$ cat src/dtfl_pkg.sv
// Package of constants and types for the drive terminal function logic
package dtfl_pkg;

  // ---------------------------------------------------------------
  // Register map (byte addresses)
  // ---------------------------------------------------------------
  localparam logic [7:0] DTFL_OFS_IN_ASSIGN0 = 8'h00;  // Input terminals 0..3 codes
  localparam logic [7:0] DTFL_OFS_IN_ASSIGN1 = 8'h04;  // Input terminal 4 code
  localparam logic [7:0] DTFL_OFS_RUN_ASSIGN = 8'h08;  // Run terminal assignments
  localparam logic [7:0] DTFL_OFS_OUT_ASSIGN = 8'h0C;  // Output 0 and 1 codes
  localparam logic [7:0] DTFL_OFS_RELAY      = 8'h10;  // Relay code
  localparam logic [7:0] DTFL_OFS_SENSE      = 8'h14;  // Sense and PID selections
  localparam logic [7:0] DTFL_OFS_STATUS     = 8'h18;  // Command status read back
  localparam logic [7:0] DTFL_OFS_MONITOR    = 8'h1C;  // Universal monitor inputs

  // ---------------------------------------------------------------
  // Sizes and field positions
  // ---------------------------------------------------------------
  localparam int DTFL_NUM_IN  = 5;   // General input terminals
  localparam int DTFL_NUM_OUT = 3;   // Two transistor and one relay output
  localparam int DTFL_RELAY_IDX = 2; // Index of relay output
  localparam int DTFL_CODE_W  = 7;   // Input function code width
  localparam int DTFL_OCODE_W = 11;  // Output function code width

  // ---------------------------------------------------------------
  // Input function codes
  // ---------------------------------------------------------------
  localparam logic [6:0] DTFL_IN_PID_CANCEL = 7'h14; // 20
  localparam logic [6:0] DTFL_IN_INVERSE    = 7'h15; // 21
  localparam logic [6:0] DTFL_IN_COMM_PRIO  = 7'h18; // 24
  localparam logic [6:0] DTFL_IN_MONITOR    = 7'h19; // 25
  localparam logic [6:0] DTFL_IN_SPEED_SRCH = 7'h1A; // 26
  localparam logic [6:0] DTFL_IN_FORCE_STOP = 7'h1E; // 30
  localparam logic [6:0] DTFL_IN_PID_CLEAR  = 7'h21; // 33
  localparam logic [6:0] DTFL_IN_PID_FREEZE = 7'h22; // 34
  localparam logic [6:0] DTFL_IN_FWD        = 7'h62; // 98
  localparam logic [6:0] DTFL_IN_REV        = 7'h63; // 99
  localparam logic [6:0] DTFL_IN_NONE       = 7'h7F; // Unassigned terminal

  // ---------------------------------------------------------------
  // Output function codes
  // ---------------------------------------------------------------
  localparam logic [10:0] DTFL_OUT_NEG_OFS = 11'h3E8; // 1000 adds active-OFF
  localparam logic [10:0] DTFL_OUT_ALARM   = 11'h063; // 99
  localparam logic [10:0] DTFL_OUT_RESV_LO = 11'h050; // 80
  localparam logic [10:0] DTFL_OUT_RESV_HI = 11'h052; // 82

  // ---------------------------------------------------------------
  // Selections and reset values
  // ---------------------------------------------------------------
  localparam logic [1:0] DTFL_PID_OFF     = 2'h0;
  localparam logic [1:0] DTFL_PID_NORMAL  = 2'h1;
  localparam logic [1:0] DTFL_PID_INVERSE = 2'h2;
  localparam logic [6:0]  DTFL_RST_RUN_A  = 7'h62;   // Forward run
  localparam logic [6:0]  DTFL_RST_RUN_B  = 7'h63;   // Reverse run
  localparam logic [10:0] DTFL_RST_OCODE  = 11'h000; // Running, active-ON
  localparam logic [10:0] DTFL_RST_RCODE  = 11'h063; // Alarm, active-ON
  localparam logic [1:0]  DTFL_RESP_OKAY   = 2'h0;
  localparam logic [1:0]  DTFL_RESP_SLVERR = 2'h2;

  // Status inputs from the drive core, one bit per output function
  typedef struct packed {
    logic running;       // 0
    logic freq_arrive;   // 1
    logic freq_detect;   // 2
    logic undervolt;     // 3
    logic torque_brake;  // 4
    logic out_limit;     // 5
    logic auto_restart;  // 6
    logic ovl_warn;      // 7
    logic ready;         // 10
    logic freq_arrive2;  // 21
    logic out_limit_dly; // 22
    logic auto_reset;    // 26
    logic heat_warn;     // 28
    logic life_alarm;    // 30
    logic ref_loss;      // 33
    logic out_on;        // 35
    logic ovl_prevent;   // 36
    logic cur_detect;    // 37
    logic cur_detect2;   // 38
    logic pid_alarm;     // 42
    logic motor2;        // 49
    logic brake_output;  // 57
    logic any_alarm_output; // 99
  } dtfl_status_t;

  // Decoded commands to the drive core
  typedef struct packed {
    logic analog1_inverse;   // Sense for first-command analog sources
    logic pid_inverse;       // Sense for PID controller output
    logic manual_inverse;    // Sense for manual frequency under PID mode
    logic final_inverse;     // Sense chosen by PID cancel
    logic pid_active;        // PID control in use
    logic comm_priority_cmd;
    logic speed_search_cmd;
    logic forced_stop_req;   // Decelerate by forced-stop time
    logic pid_terms_clear_cmd;
    logic pid_integral_freeze_cmd;
    logic forward_run_cmd;
    logic reverse_run_cmd;
  } dtfl_cmd_t;

endpackage

$ cat src/dtfl_top.sv
// Drive terminal function logic: input decode, output mapping, AXI4-Lite slave
`timescale 1ns/1ps
module dtfl_top
  import dtfl_pkg::*;
(
  // Clock and reset
  input  wire logic                 i_clk_sys,
  input  wire logic                 i_rst_b,
  // AXI4-Lite write address and data
  input  wire logic                 i_awvalid,
  output logic                      o_awready,
  input  wire logic [7:0]           i_awaddr,
  input  wire logic                 i_wvalid,
  output logic                      o_wready,
  input  wire logic [31:0]          i_wdata,
  input  wire logic [3:0]           i_wstrb,
  // AXI4-Lite write response
  output logic                      o_bvalid,
  input  wire logic                 i_bready,
  output logic [1:0]                o_bresp,
  // AXI4-Lite read
  input  wire logic                 i_arvalid,
  output logic                      o_arready,
  input  wire logic [7:0]           i_araddr,
  output logic                      o_rvalid,
  input  wire logic                 i_rready,
  output logic [31:0]               o_rdata,
  output logic [1:0]                o_rresp,
  // Terminals and core status
  input  wire logic [DTFL_NUM_IN-1:0] i_in_term,
  input  wire logic                 i_run_term_a,
  input  wire logic                 i_run_term_b,
  input  wire logic                 i_motor_stopped,
  input  wire dtfl_status_t         i_status,
  // Decoded commands and outputs
  output dtfl_cmd_t                 o_cmd,
  output logic                      o_forced_stop_alarm,
  output logic [DTFL_NUM_OUT-1:0]   o_out_term
);

  // ---------------------------------------------------------------
  // Configuration registers
  // ---------------------------------------------------------------
  logic [DTFL_CODE_W-1:0]  in_code_reg [DTFL_NUM_IN];   // Input terminal codes
  logic [DTFL_CODE_W-1:0]  run_a_reg;                   // run_terminal_assign_a
  logic [DTFL_CODE_W-1:0]  run_b_reg;                   // run_terminal_assign_b
  logic [DTFL_OCODE_W-1:0] out_code_reg [DTFL_NUM_OUT]; // Output codes
  logic                    freq1_sense_select_reg;      // 0 normal, 1 inverse
  logic [1:0]              pid_mode_select_reg;         // 0 off, 1 normal, 2 inverse
  logic [7:0]              wr_addr_reg;                 // Latched write address
  logic [31:0]             wr_data_reg;                 // Latched write data
  logic [3:0]              wr_strb_reg;                 // Latched strobes
  logic                    aw_held_reg;                 // Address taken
  logic                    w_held_reg;                  // Data taken
  logic                    alarm_latch_reg;             // Forced-stop alarm
  logic                    stop_pending_reg;            // Stopping under force

  // ---------------------------------------------------------------
  // Input terminal decode
  // ---------------------------------------------------------------
  logic [DTFL_NUM_IN-1:0] hit_cancel, hit_inv, hit_comm, hit_mon, hit_srch;
  logic [DTFL_NUM_IN-1:0] hit_stop, hit_clr, hit_frz;
  logic [DTFL_NUM_IN-1:0] mon_bits;   // Monitor-only terminal levels

  // True when a terminal carries the code and is ON
  function automatic logic in_term_on(input int idx, input logic [6:0] code);
    in_term_on = (in_code_reg[idx] == code) & i_in_term[idx];
  endfunction

  genvar gi;
  generate
    for (gi = 0; gi < DTFL_NUM_IN; gi++)
    begin : g_in
      // Each terminal contributes only to the function its code selects
      assign hit_cancel[gi] = in_term_on(gi, DTFL_IN_PID_CANCEL);
      assign hit_inv[gi]    = in_term_on(gi, DTFL_IN_INVERSE);
      assign hit_comm[gi]   = in_code_reg[gi] == DTFL_IN_COMM_PRIO;
      assign hit_mon[gi]    = in_code_reg[gi] == DTFL_IN_MONITOR;
      assign hit_srch[gi]   = in_term_on(gi, DTFL_IN_SPEED_SRCH);
      assign hit_stop[gi]   = in_code_reg[gi] == DTFL_IN_FORCE_STOP;
      assign hit_clr[gi]    = in_term_on(gi, DTFL_IN_PID_CLEAR);
      assign hit_frz[gi]    = in_term_on(gi, DTFL_IN_PID_FREEZE);
      // Monitor inputs are only captured for read-back
      assign mon_bits[gi]   = hit_mon[gi] & i_in_term[gi];
    end
  endgenerate

  // Comm priority ON when any assigned terminal is ON, or none assigned
  logic comm_on;
  assign comm_on = (|(hit_comm & i_in_term)) | ~(|hit_comm);

  // Forced stop requested while any assigned terminal is OFF
  logic stop_req;
  assign stop_req = |(hit_stop & ~i_in_term);

  // Run terminals honour only run codes; anything else is ignored
  logic fwd_on, rev_on;
  assign fwd_on = (run_a_reg == DTFL_IN_FWD & i_run_term_a) |
                  (run_b_reg == DTFL_IN_FWD & i_run_term_b);
  assign rev_on = (run_a_reg == DTFL_IN_REV & i_run_term_a) |
                  (run_b_reg == DTFL_IN_REV & i_run_term_b);

  // ---------------------------------------------------------------
  // Normal/inverse resolution
  // ---------------------------------------------------------------
  logic inv_on, pid_en, pid_act, a1_inv, pid_inv, man_inv;
  assign inv_on  = |hit_inv;
  assign pid_en  = pid_mode_select_reg != DTFL_PID_OFF;
  assign pid_act = pid_en & ~(|hit_cancel);
  assign a1_inv  = freq1_sense_select_reg ^ inv_on;
  assign pid_inv = (pid_mode_select_reg == DTFL_PID_INVERSE) ^ inv_on;
  assign man_inv = freq1_sense_select_reg;

  // Registered command outputs
  always_ff @(posedge i_clk_sys or negedge i_rst_b)
  begin
    if (!i_rst_b)
    begin
      o_cmd <= '0;
    end
    else
    begin
      o_cmd.analog1_inverse   <= pid_en ? man_inv : a1_inv;
      o_cmd.pid_inverse       <= pid_inv;
      o_cmd.manual_inverse    <= man_inv;
      o_cmd.final_inverse     <= pid_act ? pid_inv : man_inv;
      o_cmd.pid_active        <= pid_act;
      o_cmd.comm_priority_cmd <= comm_on;
      o_cmd.speed_search_cmd  <= |hit_srch;
      o_cmd.forced_stop_req   <= stop_req;
      o_cmd.pid_terms_clear_cmd     <= |hit_clr;
      o_cmd.pid_integral_freeze_cmd <= |hit_frz;
      // Both run directions at once resolve to stop
      o_cmd.forward_run_cmd   <= fwd_on & ~rev_on & ~stop_req;
      o_cmd.reverse_run_cmd   <= rev_on & ~fwd_on & ~stop_req;
    end
  end

  // Forced stop: alarm once the motor reaches standstill
  always_ff @(posedge i_clk_sys or negedge i_rst_b)
  begin
    if (!i_rst_b)
    begin
      stop_pending_reg <= 1'b0;
      alarm_latch_reg  <= 1'b0;
    end
    else
    begin
      // Pending follows the request, so a withdrawn stop never alarms later
      stop_pending_reg <= stop_req;
      // Alarm holds until the stop command returns ON
      if (stop_pending_reg & stop_req & i_motor_stopped)
        alarm_latch_reg <= 1'b1;
      else if (!stop_req)
        alarm_latch_reg <= 1'b0;
    end
  end
  assign o_forced_stop_alarm = alarm_latch_reg;

  // ---------------------------------------------------------------
  // Output terminal mapping
  // ---------------------------------------------------------------
  // Select one status bit from a code below 1000
  function automatic logic status_pick(input logic [10:0] code, input dtfl_status_t s);
    case (code)
      11'd0:   status_pick = s.running;
      11'd1:   status_pick = s.freq_arrive;
      11'd2:   status_pick = s.freq_detect;
      11'd3:   status_pick = s.undervolt;
      11'd4:   status_pick = s.torque_brake;
      11'd5:   status_pick = s.out_limit;
      11'd6:   status_pick = s.auto_restart;
      11'd7:   status_pick = s.ovl_warn;
      11'd10:  status_pick = s.ready;
      11'd21:  status_pick = s.freq_arrive2;
      11'd22:  status_pick = s.out_limit_dly;
      11'd26:  status_pick = s.auto_reset;
      11'd28:  status_pick = s.heat_warn;
      11'd30:  status_pick = s.life_alarm;
      11'd33:  status_pick = s.ref_loss;
      11'd35:  status_pick = s.out_on;
      11'd36:  status_pick = s.ovl_prevent;
      11'd37:  status_pick = s.cur_detect;
      11'd38:  status_pick = s.cur_detect2;
      11'd42:  status_pick = s.pid_alarm;
      11'd49:  status_pick = s.motor2;
      11'd57:  status_pick = s.brake_output;
      DTFL_OUT_ALARM: status_pick = s.any_alarm_output;
      default: status_pick = 1'b0;   // Reserved 80-82 and unused codes
    endcase
  endfunction

  generate
    for (gi = 0; gi < DTFL_NUM_OUT; gi++)
    begin : g_out
      logic neg;          // Active-OFF polarity flag
      logic [10:0] base;  // Code with polarity offset removed
      assign neg  = out_code_reg[gi] >= DTFL_OUT_NEG_OFS;
      assign base = neg ? out_code_reg[gi] - DTFL_OUT_NEG_OFS : out_code_reg[gi];
      // Level recomputed every cycle; relay energizes when level is high
      always_ff @(posedge i_clk_sys or negedge i_rst_b)
      begin
        if (!i_rst_b)
          o_out_term[gi] <= 1'b0;
        else
          o_out_term[gi] <= status_pick(base, i_status) ^ neg;
      end
    end
  endgenerate

  // ---------------------------------------------------------------
  // AXI4-Lite write path
  // ---------------------------------------------------------------
  logic wr_go;  // Both halves present, response slot free
  assign wr_go = aw_held_reg & w_held_reg & ~o_bvalid;

  // Accept address and data independently, one write at a time
  always_ff @(posedge i_clk_sys or negedge i_rst_b)
  begin
    if (!i_rst_b)
    begin
      aw_held_reg <= 1'b0;
      w_held_reg  <= 1'b0;
      wr_addr_reg <= '0;
      wr_data_reg <= '0;
      wr_strb_reg <= '0;
      o_awready   <= 1'b1;
      o_wready    <= 1'b1;
    end
    else
    begin
      if (i_awvalid & o_awready)
      begin
        aw_held_reg <= 1'b1;
        wr_addr_reg <= i_awaddr;
        o_awready   <= 1'b0;
      end
      if (i_wvalid & o_wready)
      begin
        w_held_reg  <= 1'b1;
        wr_data_reg <= i_wdata;
        wr_strb_reg <= i_wstrb;
        o_wready    <= 1'b0;
      end
      if (o_bvalid & i_bready)
      begin
        aw_held_reg <= 1'b0;
        w_held_reg  <= 1'b0;
        o_awready   <= 1'b1;
        o_wready    <= 1'b1;
      end
    end
  end

  // Write response
  always_ff @(posedge i_clk_sys or negedge i_rst_b)
  begin
    if (!i_rst_b)
    begin
      o_bvalid <= 1'b0;
      o_bresp  <= DTFL_RESP_OKAY;
    end
    else if (wr_go)
    begin
      o_bvalid <= 1'b1;
      o_bresp  <= (wr_addr_reg[7:2] <= DTFL_OFS_SENSE[7:2]) ? DTFL_RESP_OKAY : DTFL_RESP_SLVERR;
    end
    else if (i_bready)
      o_bvalid <= 1'b0;
  end

  // Register update on a completed write, byte lanes honoured
  always_ff @(posedge i_clk_sys or negedge i_rst_b)
  begin
    if (!i_rst_b)
    begin
      for (int k = 0; k < DTFL_NUM_IN; k++)
        in_code_reg[k] <= DTFL_IN_NONE;
      run_a_reg <= DTFL_RST_RUN_A;
      run_b_reg <= DTFL_RST_RUN_B;
      out_code_reg[0] <= DTFL_RST_OCODE;
      out_code_reg[1] <= DTFL_RST_OCODE;
      out_code_reg[DTFL_RELAY_IDX] <= DTFL_RST_RCODE;
      freq1_sense_select_reg <= 1'b0;
      pid_mode_select_reg    <= DTFL_PID_OFF;
    end
    else if (wr_go)
    begin
      unique case ({wr_addr_reg[7:2], 2'b00})
        DTFL_OFS_IN_ASSIGN0:
        begin
          for (int k = 0; k < 4; k++)
            if (wr_strb_reg[k]) in_code_reg[k] <= wr_data_reg[8*k +: 7];
        end
        DTFL_OFS_IN_ASSIGN1:
          if (wr_strb_reg[0]) in_code_reg[4] <= wr_data_reg[6:0];
        DTFL_OFS_RUN_ASSIGN:
        begin
          if (wr_strb_reg[0]) run_a_reg <= wr_data_reg[6:0];
          if (wr_strb_reg[1]) run_b_reg <= wr_data_reg[14:8];
        end
        DTFL_OFS_OUT_ASSIGN:
        begin
          if (&wr_strb_reg[1:0]) out_code_reg[0] <= wr_data_reg[10:0];
          if (&wr_strb_reg[3:2]) out_code_reg[1] <= wr_data_reg[26:16];
        end
        DTFL_OFS_RELAY:
          if (&wr_strb_reg[1:0]) out_code_reg[DTFL_RELAY_IDX] <= wr_data_reg[10:0];
        DTFL_OFS_SENSE:
          if (wr_strb_reg[0])
          begin
            freq1_sense_select_reg <= wr_data_reg[0];
            pid_mode_select_reg    <= wr_data_reg[5:4];
          end
        default: ;   // Unmapped: answered with an error, nothing stored
      endcase
    end
  end

  // ---------------------------------------------------------------
  // AXI4-Lite read path
  // ---------------------------------------------------------------
  logic [31:0] rd_word;  // Data for the requested address
  logic        rd_ok;    // Address is mapped
  always_comb
  begin
    rd_word = '0;
    rd_ok   = 1'b1;
    unique case ({i_araddr[7:2], 2'b00})
      DTFL_OFS_IN_ASSIGN0: rd_word = {1'b0, in_code_reg[3], 1'b0, in_code_reg[2],
                                      1'b0, in_code_reg[1], 1'b0, in_code_reg[0]};
      DTFL_OFS_IN_ASSIGN1: rd_word = {25'h0, in_code_reg[4]};
      DTFL_OFS_RUN_ASSIGN: rd_word = {17'h0, run_b_reg, 1'b0, run_a_reg};
      DTFL_OFS_OUT_ASSIGN: rd_word = {5'h0, out_code_reg[1], 5'h0, out_code_reg[0]};
      DTFL_OFS_RELAY:      rd_word = {21'h0, out_code_reg[DTFL_RELAY_IDX]};
      DTFL_OFS_SENSE:      rd_word = {26'h0, pid_mode_select_reg, 3'h0, freq1_sense_select_reg};
      DTFL_OFS_STATUS:     rd_word = {16'h0, o_out_term, alarm_latch_reg, o_cmd};
      DTFL_OFS_MONITOR:    rd_word = {27'h0, mon_bits};
      default:             rd_ok   = 1'b0;
    endcase
  end

  // One read at a time; answer one cycle after address is taken
  always_ff @(posedge i_clk_sys or negedge i_rst_b)
  begin
    if (!i_rst_b)
    begin
      o_arready <= 1'b1;
      o_rvalid  <= 1'b0;
      o_rdata   <= '0;
      o_rresp   <= DTFL_RESP_OKAY;
    end
    else if (i_arvalid & o_arready)
    begin
      o_arready <= 1'b0;
      o_rvalid  <= 1'b1;
      o_rdata   <= rd_word;
      o_rresp   <= rd_ok ? DTFL_RESP_OKAY : DTFL_RESP_SLVERR;
    end
    else if (o_rvalid & i_rready)
    begin
      o_rvalid  <= 1'b0;
      o_arready <= 1'b1;
    end
  end

endmodule

$ cat config.mk
export PLATFORM = sky130hd
export DESIGN_NAME = dtfl_top
export DESIGN_NICKNAME = d
export VERILOG_FILES = /design/src/dtfl_pkg.sv /design/src/dtfl_top.sv
export SDC_FILE = /design/constraint.sdc
export NUM_CORES = 1
export LEC_CHECK = 0
export ABC_AREA = 0
export BUFFER_PORTS_ARGS = -buffer_cell sky130_fd_sc_hd__buf_4
export CAP_MARGIN = 20
export CORE_MARGIN = 8
export CORE_UTILIZATION = 34
export DETAILED_ROUTE_END_ITERATION = 12
export GPL_ROUTABILITY_DRIVEN = 1
export SLEW_MARGIN = 20
export SYNTH_ARGS = -nofsm -noshare
export SYNTH_HDL_FRONTEND = slang
export SYNTH_SLANG_ARGS = --single-unit
$ cat constraint.sdc
create_clock -name i_clk_sys -period 4.6 [get_ports i_clk_sys]
set_clock_uncertainty 0.15 [all_clocks]
set_input_delay 0 -clock i_clk_sys [delete_from_list [all_inputs] [get_ports i_clk_sys]]
set_output_delay 0 -clock i_clk_sys [all_outputs]
set_load 0.03 [all_outputs]
==> run summary, run 1 <==
Synthesis handed over a netlist of 894 instances. Once detail routing completed, the nets flagged for antenna violations numbered 0. The number of vias per cell after detailed routing came out at 5.48. The timing-limited maximum frequency is 0.335 GHz. The number of nets in the layout came out at 1,173. Global routing finished with a remaining overflow of 0. The max capacitance violation total came out at 0. The leading cell type in the layout, fill and taps excluded is buf_4. The combinational cell fraction of total power came out at 24.7%. Clock-pin slew was measured on the worst setup and hold paths at 0.07 ns.

The hold violation count in the final report was 0. The total wire length after detailed routing is 30.2 mm. The first-pass iteration count of the detailed router came out at 5. For the worst setup path, the data required time is 4.76 ns.

The count of final max-slew check failures came to 0. In this run, CTS created clock tree buffers numbering 17. The peak supply drop is 0.262 mV. The site row count came out at 61. The arrival time of the worst setup path came out at 3.14 ns. The total of cells resized after clock tree synthesis came out at 0.

The number of buffers inserted for hold repair after clock tree synthesis came out at 57. STA classifies the critical path endpoint as a flip-flop. The commonest register cell after synthesis is dfrtp_1.

The count of buffers added by post-CTS timing repair for setup came out at 0. In this run the worst path has a maximum fanout of 10. The half-perimeter wire length of the detailed placement result is 22.9 mm. The via count of the first global-routing pass came out at 7,957.

The run finished with clean final reports. The floorplan die area is 34,100 sq um. In this run the critical register-to-register path is launched from out_code_reg[24]$_DFFE_PN0P_. CTS placed an instance of clkbuf_16 at the clock tree root.

The starting density of the core came out at 34.6%. The smallest setup slack after layout is 1.62 ns. Cells with a size suffix above 1 make up 31.0% of the layout. The worst-case setup slack after placement is 1.64 ns. The total negative slack for setup checks came out at 0 ns. The initial antenna violation count came to 2. The number of levels the H-tree was split into is 4. The post-route minimum period is 2.98 ns. The DRC violation total after the first TritonRoute iteration is 750. The region available for standard cell placement spans 27,900 sq um. The layout overhead on the synthesized area is 25.9%. The post-synthesis cell area is 9680 sq um. The global-route wire length before repair came out at 46.8 mm.

The worst max-slew margin expressed relative to the limit came out at 37.1%. Summing all placed instances gives a cell area of 11,100 sq um. The areal power density over the cells is 442 nW/um^2. The number of synthesized flops with an enable pin came out at 0. The register with the most flip-flops in the layout has 35 of them. The number of different library cells in the post-synthesis netlist is 90.

The clock share of power is 24.7%. The switching part of the total power is 34.6%. The CTS tree is built. The number of I/O port buffers is 137. The total via count in the routed design is 8,061. The I/O pin total is 147. Each instance of the synthesized netlist takes up on average 10.8 sq um. For the pin with the worst max-slew slack, the measured transition is 0.943 ns.

The design draws 5.39 mW. The insertion delay to the later sink of the worst-skew pair is 0.43 ns. The post-synthesis async set-or-reset flop share is 100%. The count of clock tree sinks came out at 181.

The routed length per placed instance is 20.5 um. The overall fraction of global-route tracks in use came out at 17.8%. The detailed-route DRC error count came out at 0. The number of setup violations in the final report came out at 0. The pin count of the biggest net entering global routing is 91.

The min-delay analysis places its worst path in the category in -> async. In the finished design, the share of the clock period the worst path needs comes to 64.8%. In this run, synthesis produced a sequential element count of 181. In the layout the commonest cells are buf_4, dfrtp_1, nand2_1.

The worst-case clock buffer depth came out at 2. STA classifies the critical path startpoint as a flip-flop. Per report_power, the sequential group accounts for 50.6% of the total. The floorplan die height is 185 um. The share of the yosys chip area belonging to registers is 47.4%. The switching power came out at 1.87 mW. The static leakage came out at 5.24 nW. The global placer's final weighted congestion came out at 0.939.

The internal power of the cells totals 3.53 mW. The final instance area is 12,200 sq um. The width of the chip came out at 185 um.

The critical path in this run is classified as reg -> reg. For this run, the number of Yosys warnings is 0. Setup repair after global routing left no endpoint under its margin. The launch point of the worst path is out_code_reg[24]$_DFFE_PN0P_.
synth_stat cells, drive strengths merged, types with 17 or more instances:
library cell,count,share of area (%)
dfstp,49,13
nor2,54,2.1
nor3,18,0.93
a21oi,33,1.8
o21ai,48,2.7
nand2,76,2.9
a22oi,17,1.4
dfrtp,132,34
nand3,38,2.0
clkbuf,29,1.2
inv,25,0.97
mux2,120,14
layout make-up:
class | count | area, sq um
clock inverters | 11 | 78.8
inverters | 25 | 93.8
fillers | 2755 | 15700
diodes | 1 | 2.50
flip-flops and latches | 181 | 4590
well taps | 378 | 473
repair buffers | 206 | 1690
clock buffers | 21 | 450
multi-input cells | 649 | 4810
layer usage:
metal	vias up	GRT usage, %	routed length, um
met5	-	0	0
met4	0	4.71	515
met3	29	3.58	1710
met2	245	28.1	14100
met1	4051	24.4	13800
li1	3736	-	-
worst max-delay path, cell delays in order, from the launching register on:
cell	delay, ns
dfrtp_1	0.52
or4_4	0.61
o21ai_4	0.20
a31o_2	0.24
mux2i_1	0.40
o21ai_0	0.15
a21bo_2	0.24
a21oi_2	0.13
nor4_2	0.07
xnor2_1	0.14
stage by stage:
stage | std cells | hold slack [ns] | utilization (%)
after floorplan | 896 | -0.446 | -
after global placement | 1382 | -0.0357 | 39.7
after detailed placement | 1382 | -0.0337 | 39.7
after CTS | 1471 | 0.0198 | 43.6
after global routing | 1472 | 0.0580 | 43.6
final | 1472 | 0.0134 | 43.6
final timing paths:
kind                                               endpoint  slack [ns]  depth (start not counted)
max in group asynchronous       out_code_reg[2]$_DFFE_PN0P_        3.15                          3
worst max-delay path                o_out_term[0]$_DFF_PN0_        1.62                          9
min in group i_clk_sys              o_out_term[2]$_DFF_PN0_        0.03                          5
worst min register to register      o_rdata[27]$_DFFE_PN0P_        0.33                          2
worst min-delay path             wr_data_reg[0]$_DFFE_PN0P_        0.01                          2
worst max register to register      o_out_term[0]$_DFF_PN0_        1.62                          9
kinds of logic (layout without fill, tap and decap cells):
logic type	Yosys count	in the layout	share of synthesized area, %
AO/OA/AOI/OAI	186	186	13.6
XOR/XNOR	9	9	1.01
adder cells (fa/ha/maj)	3	3	0.388
buffers and inverters	66	263	3.12
flip-flops	181	181	47.4
multiplexers	143	143	17.5
other	1	4	0.0387
AND/OR/NAND/NOR	305	305	16.9
power groups by stage:
stage          sequential [mW]  combinational, mW  clock (mW)
2_1_floorplan             2.53              0.919           0
3_3_place_gp              2.73               1.27           0
3_5_place_dp              2.74               1.29           0
4_1_cts                   2.71               1.34        1.37
5_1_grt                   2.80               1.46        1.43
6_report                  2.73               1.33        1.33
No activity file was read; power rests on OpenSTA's default activity.
==> inputs of run 2 (changes only) <==
==> constraint.sdc (replaced) <==
create_clock -name i_clk_sys -period 3.1 [get_ports i_clk_sys]
set_clock_uncertainty 0.15 [all_clocks]
set_input_delay 0 -clock i_clk_sys [delete_from_list [all_inputs] [get_ports i_clk_sys]]
set_output_delay 0 -clock i_clk_sys [all_outputs]
set_load 0.03 [all_outputs]
==> run 2 against run 1 <==
Net effect: hold slack gained 0.0097 ns; total power grew 56%; clock power grew 77%; final cell count grew 1.4%; utilization grew 0.97 points; critical path depth is the same; wire length grew 3.8%; register-to-register slack lost 1.4 ns; largest power group unchanged; highest routed layer is now met5.
==> run summary, run 2 (same netlist as run 1, synthesis figures left out) <==
The starting density of the core came out at 34.6%. The total wire length after detailed routing came out at 31.3 mm. The count of final max-slew check failures is 0. The clock tree synthesis step divided the H-tree into 4 levels. The combinational cell fraction of total power is 24.6%.

The global placer's final weighted congestion is 0.879. The number of cells on the worst reg-to-reg path is 9. The number of nets still failing antenna checks after routing is 0. The slew at the pin closest to its max-slew limit is 0.871 ns.

The clock share of power is 27.9%. Detailed routing inserted a total of 8,143 vias. The detailed-route DRC error count came out at 0. Max-cap violations in this run came to 0.

For met2 alone, demand over resource in global routing was 30.0%. The worst max-slew margin expressed relative to the limit came out at 41.7%. The worst register-to-register path has a setup slack of 0.26 ns. The arrival time of the worst setup path came out at 3.00 ns.

The register clock-pin slew on the reported worst setup and hold paths came out at 0.07 ns. The areal power density over the cells came out at 676 nW/um^2. Counting along the longest clock path gives a buffer depth of 2. TritonCTS built the clock tree. The switching power came out at 2.88 mW. The number of vias per cell after detailed routing is 5.45. Setup repair after global routing left no endpoint under its margin. The global-route wire length before repair is 48.7 mm. The area occupied by registers is 4590 sq um.

The site row count came out at 61. Counting instances, the worst hold path has a depth of 5. The area of the multi-input gates came out at 4800 sq um. The filler cell count in the final layout is 2,680. The period utilization is 91.6%. In the layout the commonest cells are buf_4, dfrtp_1, nand2_1. The floorplan die height is 185 um.

Leaving out fill and tap cells, the most frequent cell in the layout is buf_4. The static leakage is 5.41 nW. In the final routed layout, each cell accounts on average for 21.0 um. The critical path data required time came out at 3.26 ns. The initial antenna violation count is 2. The kind of capture point of the worst setup path is a flip-flop. The number of antenna diodes in the final layout is 0. The count of clock tree sinks is 181.

The destination of the worst hold path is o_out_term[2]$_DFF_PN0_. The flow ran to the end, and the final reports show no timing, DRC or antenna violations. The sequential share of power is 47.5%. The insertion delay to the later sink of the worst-skew pair came out at 0.44 ns. The path class of the tightest hold or removal check is in -> reg. The fraction of met1 tracks used by global routing came out at 24.6%. The layout overhead on the synthesized area came out at 28.7%.

The number of nets in the layout came out at 1,195. The via count of the first global-routing pass is 8,344. VDD sags by at most 0.392 mV.

The timing-limited maximum frequency came out at 0.352 GHz. The startpoint identified for the worst register-to-register timing path is out_code_reg[4]$_DFFE_PN0P_. The overall fraction of global-route tracks in use came out at 18.5%. The worst hold path begins at i_status[2].

In this run the critical register-to-register path is captured at o_out_term[2]$_DFF_PN0_. The standard cell area after detailed placement came out at 11,200 sq um. The number of setup violations in the final report is 0. Global routing used 4.43% of the available met3 tracks. The share of cells above drive strength 1 came out at 32.2%.

The floorplan die area came out at 34,100 sq um. The switching part of the total power came out at 34.3%. The number of I/O port buffers is 137. The final instance area came out at 12,500 sq um.

The register with the most flip-flops in the layout has 35 of them. The worst-path maximum fanout is 6. Subtracting the final worst setup slack from the clock period gives 2.84 ns. The total negative slack for setup checks came out at 0 ns. STA classifies the critical path startpoint as a flip-flop. The DRC violation total after the first TritonRoute iteration is 683. The layer flagged by global routing as most heavily used is met2. The hold violation count in the final report is 0. The area of the core is 27,900 sq um.

The half-perimeter wire length of the detailed placement result is 23.6 mm. The width of the chip came out at 185 um. The number of CTS-inserted buffers is 17.

The I/O pin total is 147. Post-CTS repair changed the size of 0 cells. Global routing finished with a remaining overflow of 0. The cell-internal power came out at 5.54 mW.

The root cell of the clock tree is clkbuf_16. The first detailed-routing pass took 6 iterations. The pin count of the biggest net entering global routing came out at 65.

By startpoint and endpoint, the worst setup path is classified as reg -> reg.
[run 2: power by group through the flow]
stage          Sequential (mW)  Clock, mW  Combinational, mW
3_3_place_gp              4.02          0               1.96
5_1_grt                   4.11       2.48               2.27
6_report                  4.00       2.35               2.07
2_1_floorplan             3.76          0               1.36
4_1_cts                   3.99       2.39               2.08
3_5_place_dp              4.04          0               2.00
[run 2: routing by layer]
metal  share of wire, %  vias to the layer above
met3                6.1                       48
met2                 47                      250
met1                 45                     4072
li1                   -                     3769
met5              0.083                        -
met4                1.9                        4
[run 2: area by class of cell]
| cell class | instances | share of cell area (%) |
|---|---|---|
| Sequential cell | 181 | 36.8 |
| Tap cell | 378 | 3.80 |
| Clock inverter | 13 | 1.49 |
| Clock buffer | 19 | 3.55 |
| Timing Repair Buffer | 228 | 15.1 |
| Multi-Input combinational cell | 649 | 38.5 |
| Inverter | 25 | 0.753 |
[run 2: worst max-delay path: stages, from the launching register on]
cell       delay [ns]
dfrtp_1          0.43
or4_1            0.54
o21ai_2          0.16
a21oi_1          0.09
o31a_1           0.25
nor4_1           0.52
nand4bb_1        0.17
o22ai_1          0.22
a21oi_2          0.05
xor2_1           0.14
[run 2: how the worst max path moves through the flow]
stage,to,slack [ns],from,depth (start not counted)
3_5_place_dp,o_out_term[2]$_DFF_PN0_,0.31,out_code_reg[4]$_DFFE_PN0P_,9
4_1_cts,o_out_term[2]$_DFF_PN0_,0.28,out_code_reg[4]$_DFFE_PN0P_,9
3_3_place_gp,o_out_term[0]$_DFF_PN0_,0.35,out_code_reg[24]$_DFFE_PN0P_,9
6_report,o_out_term[2]$_DFF_PN0_,0.26,out_code_reg[4]$_DFFE_PN0P_,9
2_1_floorplan,o_out_term[0]$_DFF_PN0_,0.44,out_code_reg[24]$_DFFE_PN0P_,10
5_1_grt,o_out_term[2]$_DFF_PN0_,0.08,out_code_reg[4]$_DFFE_PN0P_,9
[run 2: stage by stage]
| stage | setup slack, ns | util (%) | instances | hold slack, ns | total power, mW |
|---|---|---|---|---|---|
| finish | 0.261 | 44.6 | 1493 | 0.0231 | 8.42 |
| global route | 0.0768 | 44.6 | 1493 | 0.0426 | 8.86 |
| CTS | 0.283 | 44.6 | 1493 | 0.00726 | 8.47 |
| detailed placement | 0.309 | 40.2 | 1402 | -0.111 | 6.03 |
| global placement | 0.352 | 40.2 | 1402 | -0.104 | 5.98 |
| floorplan | 0.437 | - | 896 | -0.446 | 5.12 |
[run 2: repair_timing]
item | 4_1_cts | 5_1_grt
hold buffers | 59 | 0
buffers inserted | 0 | 0
endpoints found under the hold margin | 192 | 0
==> inputs of run 3 (changes only) <==
--- a/config.mk
+++ b/config.mk
@@ -6,11 +6,12 @@
 export NUM_CORES = 1
 export LEC_CHECK = 0
 export ABC_AREA = 0
-export BUFFER_PORTS_ARGS = -buffer_cell sky130_fd_sc_hd__buf_4
 export CAP_MARGIN = 20
 export CORE_MARGIN = 8
 export CORE_UTILIZATION = 34
+export CTS_BUF_LIST = sky130_fd_sc_hd__clkbuf_8
 export DETAILED_ROUTE_END_ITERATION = 12
+export DONT_BUFFER_PORTS = 1
 export GPL_ROUTABILITY_DRIVEN = 1
 export SLEW_MARGIN = 20
 export SYNTH_ARGS = -nofsm -noshare
==> run 3 against run 2 <==
Net effect: wire length decreased by 1.7%; sequential power increased by 4%; highest routed layer unchanged; the run now ends with negative hold slack left; combinational power decreased by 15%.
==> run summary, run 3 (same netlist as run 1, synthesis figures left out) <==
Static timing analysis puts the maximum clock frequency at 0.331 GHz. The final instance area is 11,400 sq um. The starting density of the core is 34.6%. The register clock-pin slew on the reported worst setup and hold paths is 0.10 ns. The sequential share of power came out at 55.0%.

In this run the core area contains 61 standard-cell rows. The number of nets still failing antenna checks after routing came out at 0. The cell that appears most often on the critical path is dlygate4sd3_1. Net switching is 36.3% of the power.

The worst hold path belongs to the class in -> async. The critical path data required time is 3.31 ns. The initial antenna violation count came to 1. The pre-antenna-repair detailed-routing pass consisted of 8 iterations. The arrival time of the worst setup path came out at 3.22 ns. In this run the clock root is driven by a clkbuf_8. The flip-flop count of the largest register, all copies and words added came out at 35. The max capacitance violation total is 0. The global placer's final weighted congestion came out at 0.913. Global routing used 18.0% of the available tracks. The detailed-route DRC error count came out at 0. The leading cell type in the layout, fill and taps excluded is dfrtp_1.

The pin count of the biggest net entering global routing came out at 182. In the final layout, the share of cells above drive strength 1 is 22.9%. Hold repair after CTS inserted 76 buffers. The areal power density over the cells is 661 nW/um^2.

TritonCTS built the clock tree. For the finished layout, the period the worst path requires is 3.02 ns. The clock share of power came out at 21.9%. The peak supply drop came out at 0.431 mV.

The combinational cell fraction of total power is 23.2%. The worst-case clock buffer depth is 2. The kind of cell adding the most delay to the critical path is buffers and inverters. STA classifies the critical path startpoint as a flip-flop. The count of clock tree sinks came out at 181. The half-perimeter wire length of the detailed placement result came out at 22.3 mm.

The area of the core came out at 27,900 sq um. The critical path buffer and inverter count is 2. TritonCTS created 17 clock buffers.

The standard cell area after detailed placement came out at 10,200 sq um. The cell-internal power came out at 4.81 mW. The longest individual stage delay on the worst path came out at 0.61 ns.

Walking the worst path, the cells encountered are nor2b_1 > nand3b_1 > nor4b_4 > a21oi_1 > dlygate4sd3_1 > nand3_1 > a211oi_1 > dlygate4sd3_1. The repair_antennas step left the layout with diodes totalling 0. For this design the total switching power over the nets is 2.74 mW. The routed length per placed instance is 22.4 um. The hold violation count in the final report came out at 181.

The aggregate global routing overflow came out at 0. Final hold analysis gives a worst-case slack of -0.940 ns. The final core utilization came out at 40.8%. The worst-path maximum fanout came out at 4. The DRC violation total after the first TritonRoute iteration came out at 765.

The slew at the pin closest to its max-slew limit came out at 1.09 ns. The global-route wire length before repair came out at 47.0 mm. The setup path with the least slack is of type reg -> reg. The filler cell count in the final layout is 2,785. The kind of capture point of the worst setup path is a flip-flop.

The number of nets in the layout came out at 1,077. The total via count in the routed design is 7,786. The checks that failed: negative hold slack. The library cells used most frequently in the layout, excluding fill and tap cells, are dfrtp_1, nand2_1, dlygate4sd3_1. The layout overhead on the synthesized area came out at 17.9%. Measured along the y axis, the die boundary spans 185 um. The count of final max-slew check failures came out at 0. The total wire length after detailed routing is 30.7 mm. The number of I/O port buffers came out at 0. The worst max-slew margin expressed relative to the limit came out at 27.1%. The flow ran to the end, but the final reports show violations. In the final layout, the multi-input gates occupy 4840 sq um. The floorplan step defined a die boundary enclosing 34,100 sq um. The I/O pin total came out at 147. Setup repair after global routing could not meet its margin everywhere. Setup violations remaining at the end of the flow were counted as 0.

The static leakage is 4.70 nW. The area occupied by registers is 4590 sq um. After layout, the worst path uses 97.4% of the clock period. The number of levels the H-tree was split into came out at 4. The number of vias per cell after detailed routing came out at 5.66. The width of the chip came out at 185 um.

The via count of the first global-routing pass is 7,852. The insertion delay to the later sink of the worst-skew pair is 0.47 ns. The slowest stage of the critical path is the dlygate4sd3_1 cell.
==> run 3: cell count changes in the layout (fill, tap and decap cells not counted), moves of 2 or more <==
cell           previous run  this run
buf_4                   167        34
clkbuf_8                  1        19
dlygate4sd3_1            59        76
clkbuf_16                17         0
clkinv_2                  0         2
bufinv_16                 3         1
==> run 3: worst reg2reg max path, stage by stage, from the launching register on <==
cell	delay, ns
dfstp_2	0.55
nor2b_1	0.17
nand3b_1	0.20
nor4b_4	0.34
a21oi_1	0.11
dlygate4sd3_1	0.61
nand3_1	0.15
a211oi_1	0.06
dlygate4sd3_1	0.57
==> run 3: cell type report <==
type / count / area share, %
Inverter: 25 / 0.822
Clock buffer: 19 / 2.29
Clock inverter: 13 / 1.23
Multi-Input combinational cell: 649 / 42.4
Timing Repair Buffer: 110 / 8.90
Tap cell: 378 / 4.14
Sequential cell: 181 / 40.2
==> run 3: routing by layer <==
metal,track usage (%),vias to the layer above,routed length (um)
met5,0,-,12
met4,5.83,2,719
li1,-,3525,-
met1,23.2,3905,12800
met2,28.6,315,14400
met3,5.59,39,2800
==> run 3: repair_timing <==
item / CTS / global route
buffers inserted: 0 / 6
endpoints found under the hold margin: 273 / 181
setup endpoints to repair: 0 / 2
gates resized for setup: 0 / 6
==> run 3: power groups by stage <==
stage	clock network [mW]	logic [mW]	registers, mW
2_1_floorplan	0	1.36	3.76
3_3_place_gp	0	1.54	4.16
3_5_place_dp	0	1.58	4.18
4_1_cts	1.69	1.69	4.13
5_1_grt	1.79	1.92	4.24
6_report	1.65	1.75	4.15
==> run 3: metrics by stage <==
| stage | power [mW] | worst slack (ns) | instances | TNS, ns |
|---|---|---|---|---|
| after floorplan | 5.12 | 0.437 | 896 | 0 |
| after global placement | 5.70 | 0.366 | 1261 | 0 |
| after detailed placement | 5.76 | 0.309 | 1261 | 0 |
| after CTS | 7.51 | 0.0143 | 1369 | 0 |
| after global routing | 7.96 | -0.0153 | 1375 | -0.0153 |
| final | 7.54 | 0.0819 | 1375 | 0 |
==> run 3: path summary, 6_finish.rpt <==
kind | start | depth (start not counted) | end | slack [ns]
worst min register to register | wr_data_reg[28]$_DFFE_PN0P_ | 1 | in_code_reg[11]$_DFFE_PN1P_ | 0.34
worst max-delay path | in_code_reg[32]$_DFFE_PN1P_ | 8 | o_cmd[0]$_DFF_PN0_ | 0.08
max in group asynchronous | i_rst_b | 0 | out_code_reg[1]$_DFFE_PN1P_ | 3.36
worst min-delay path | i_rst_b | 0 | aw_held_reg$_DFFE_PN0P_ | -0.94
worst max register to register | in_code_reg[32]$_DFFE_PN1P_ | 8 | o_cmd[0]$_DFF_PN0_ | 0.08
min in group i_clk_sys | i_rready | 2 | o_rvalid$_DFFE_PN0P_ | 0.02
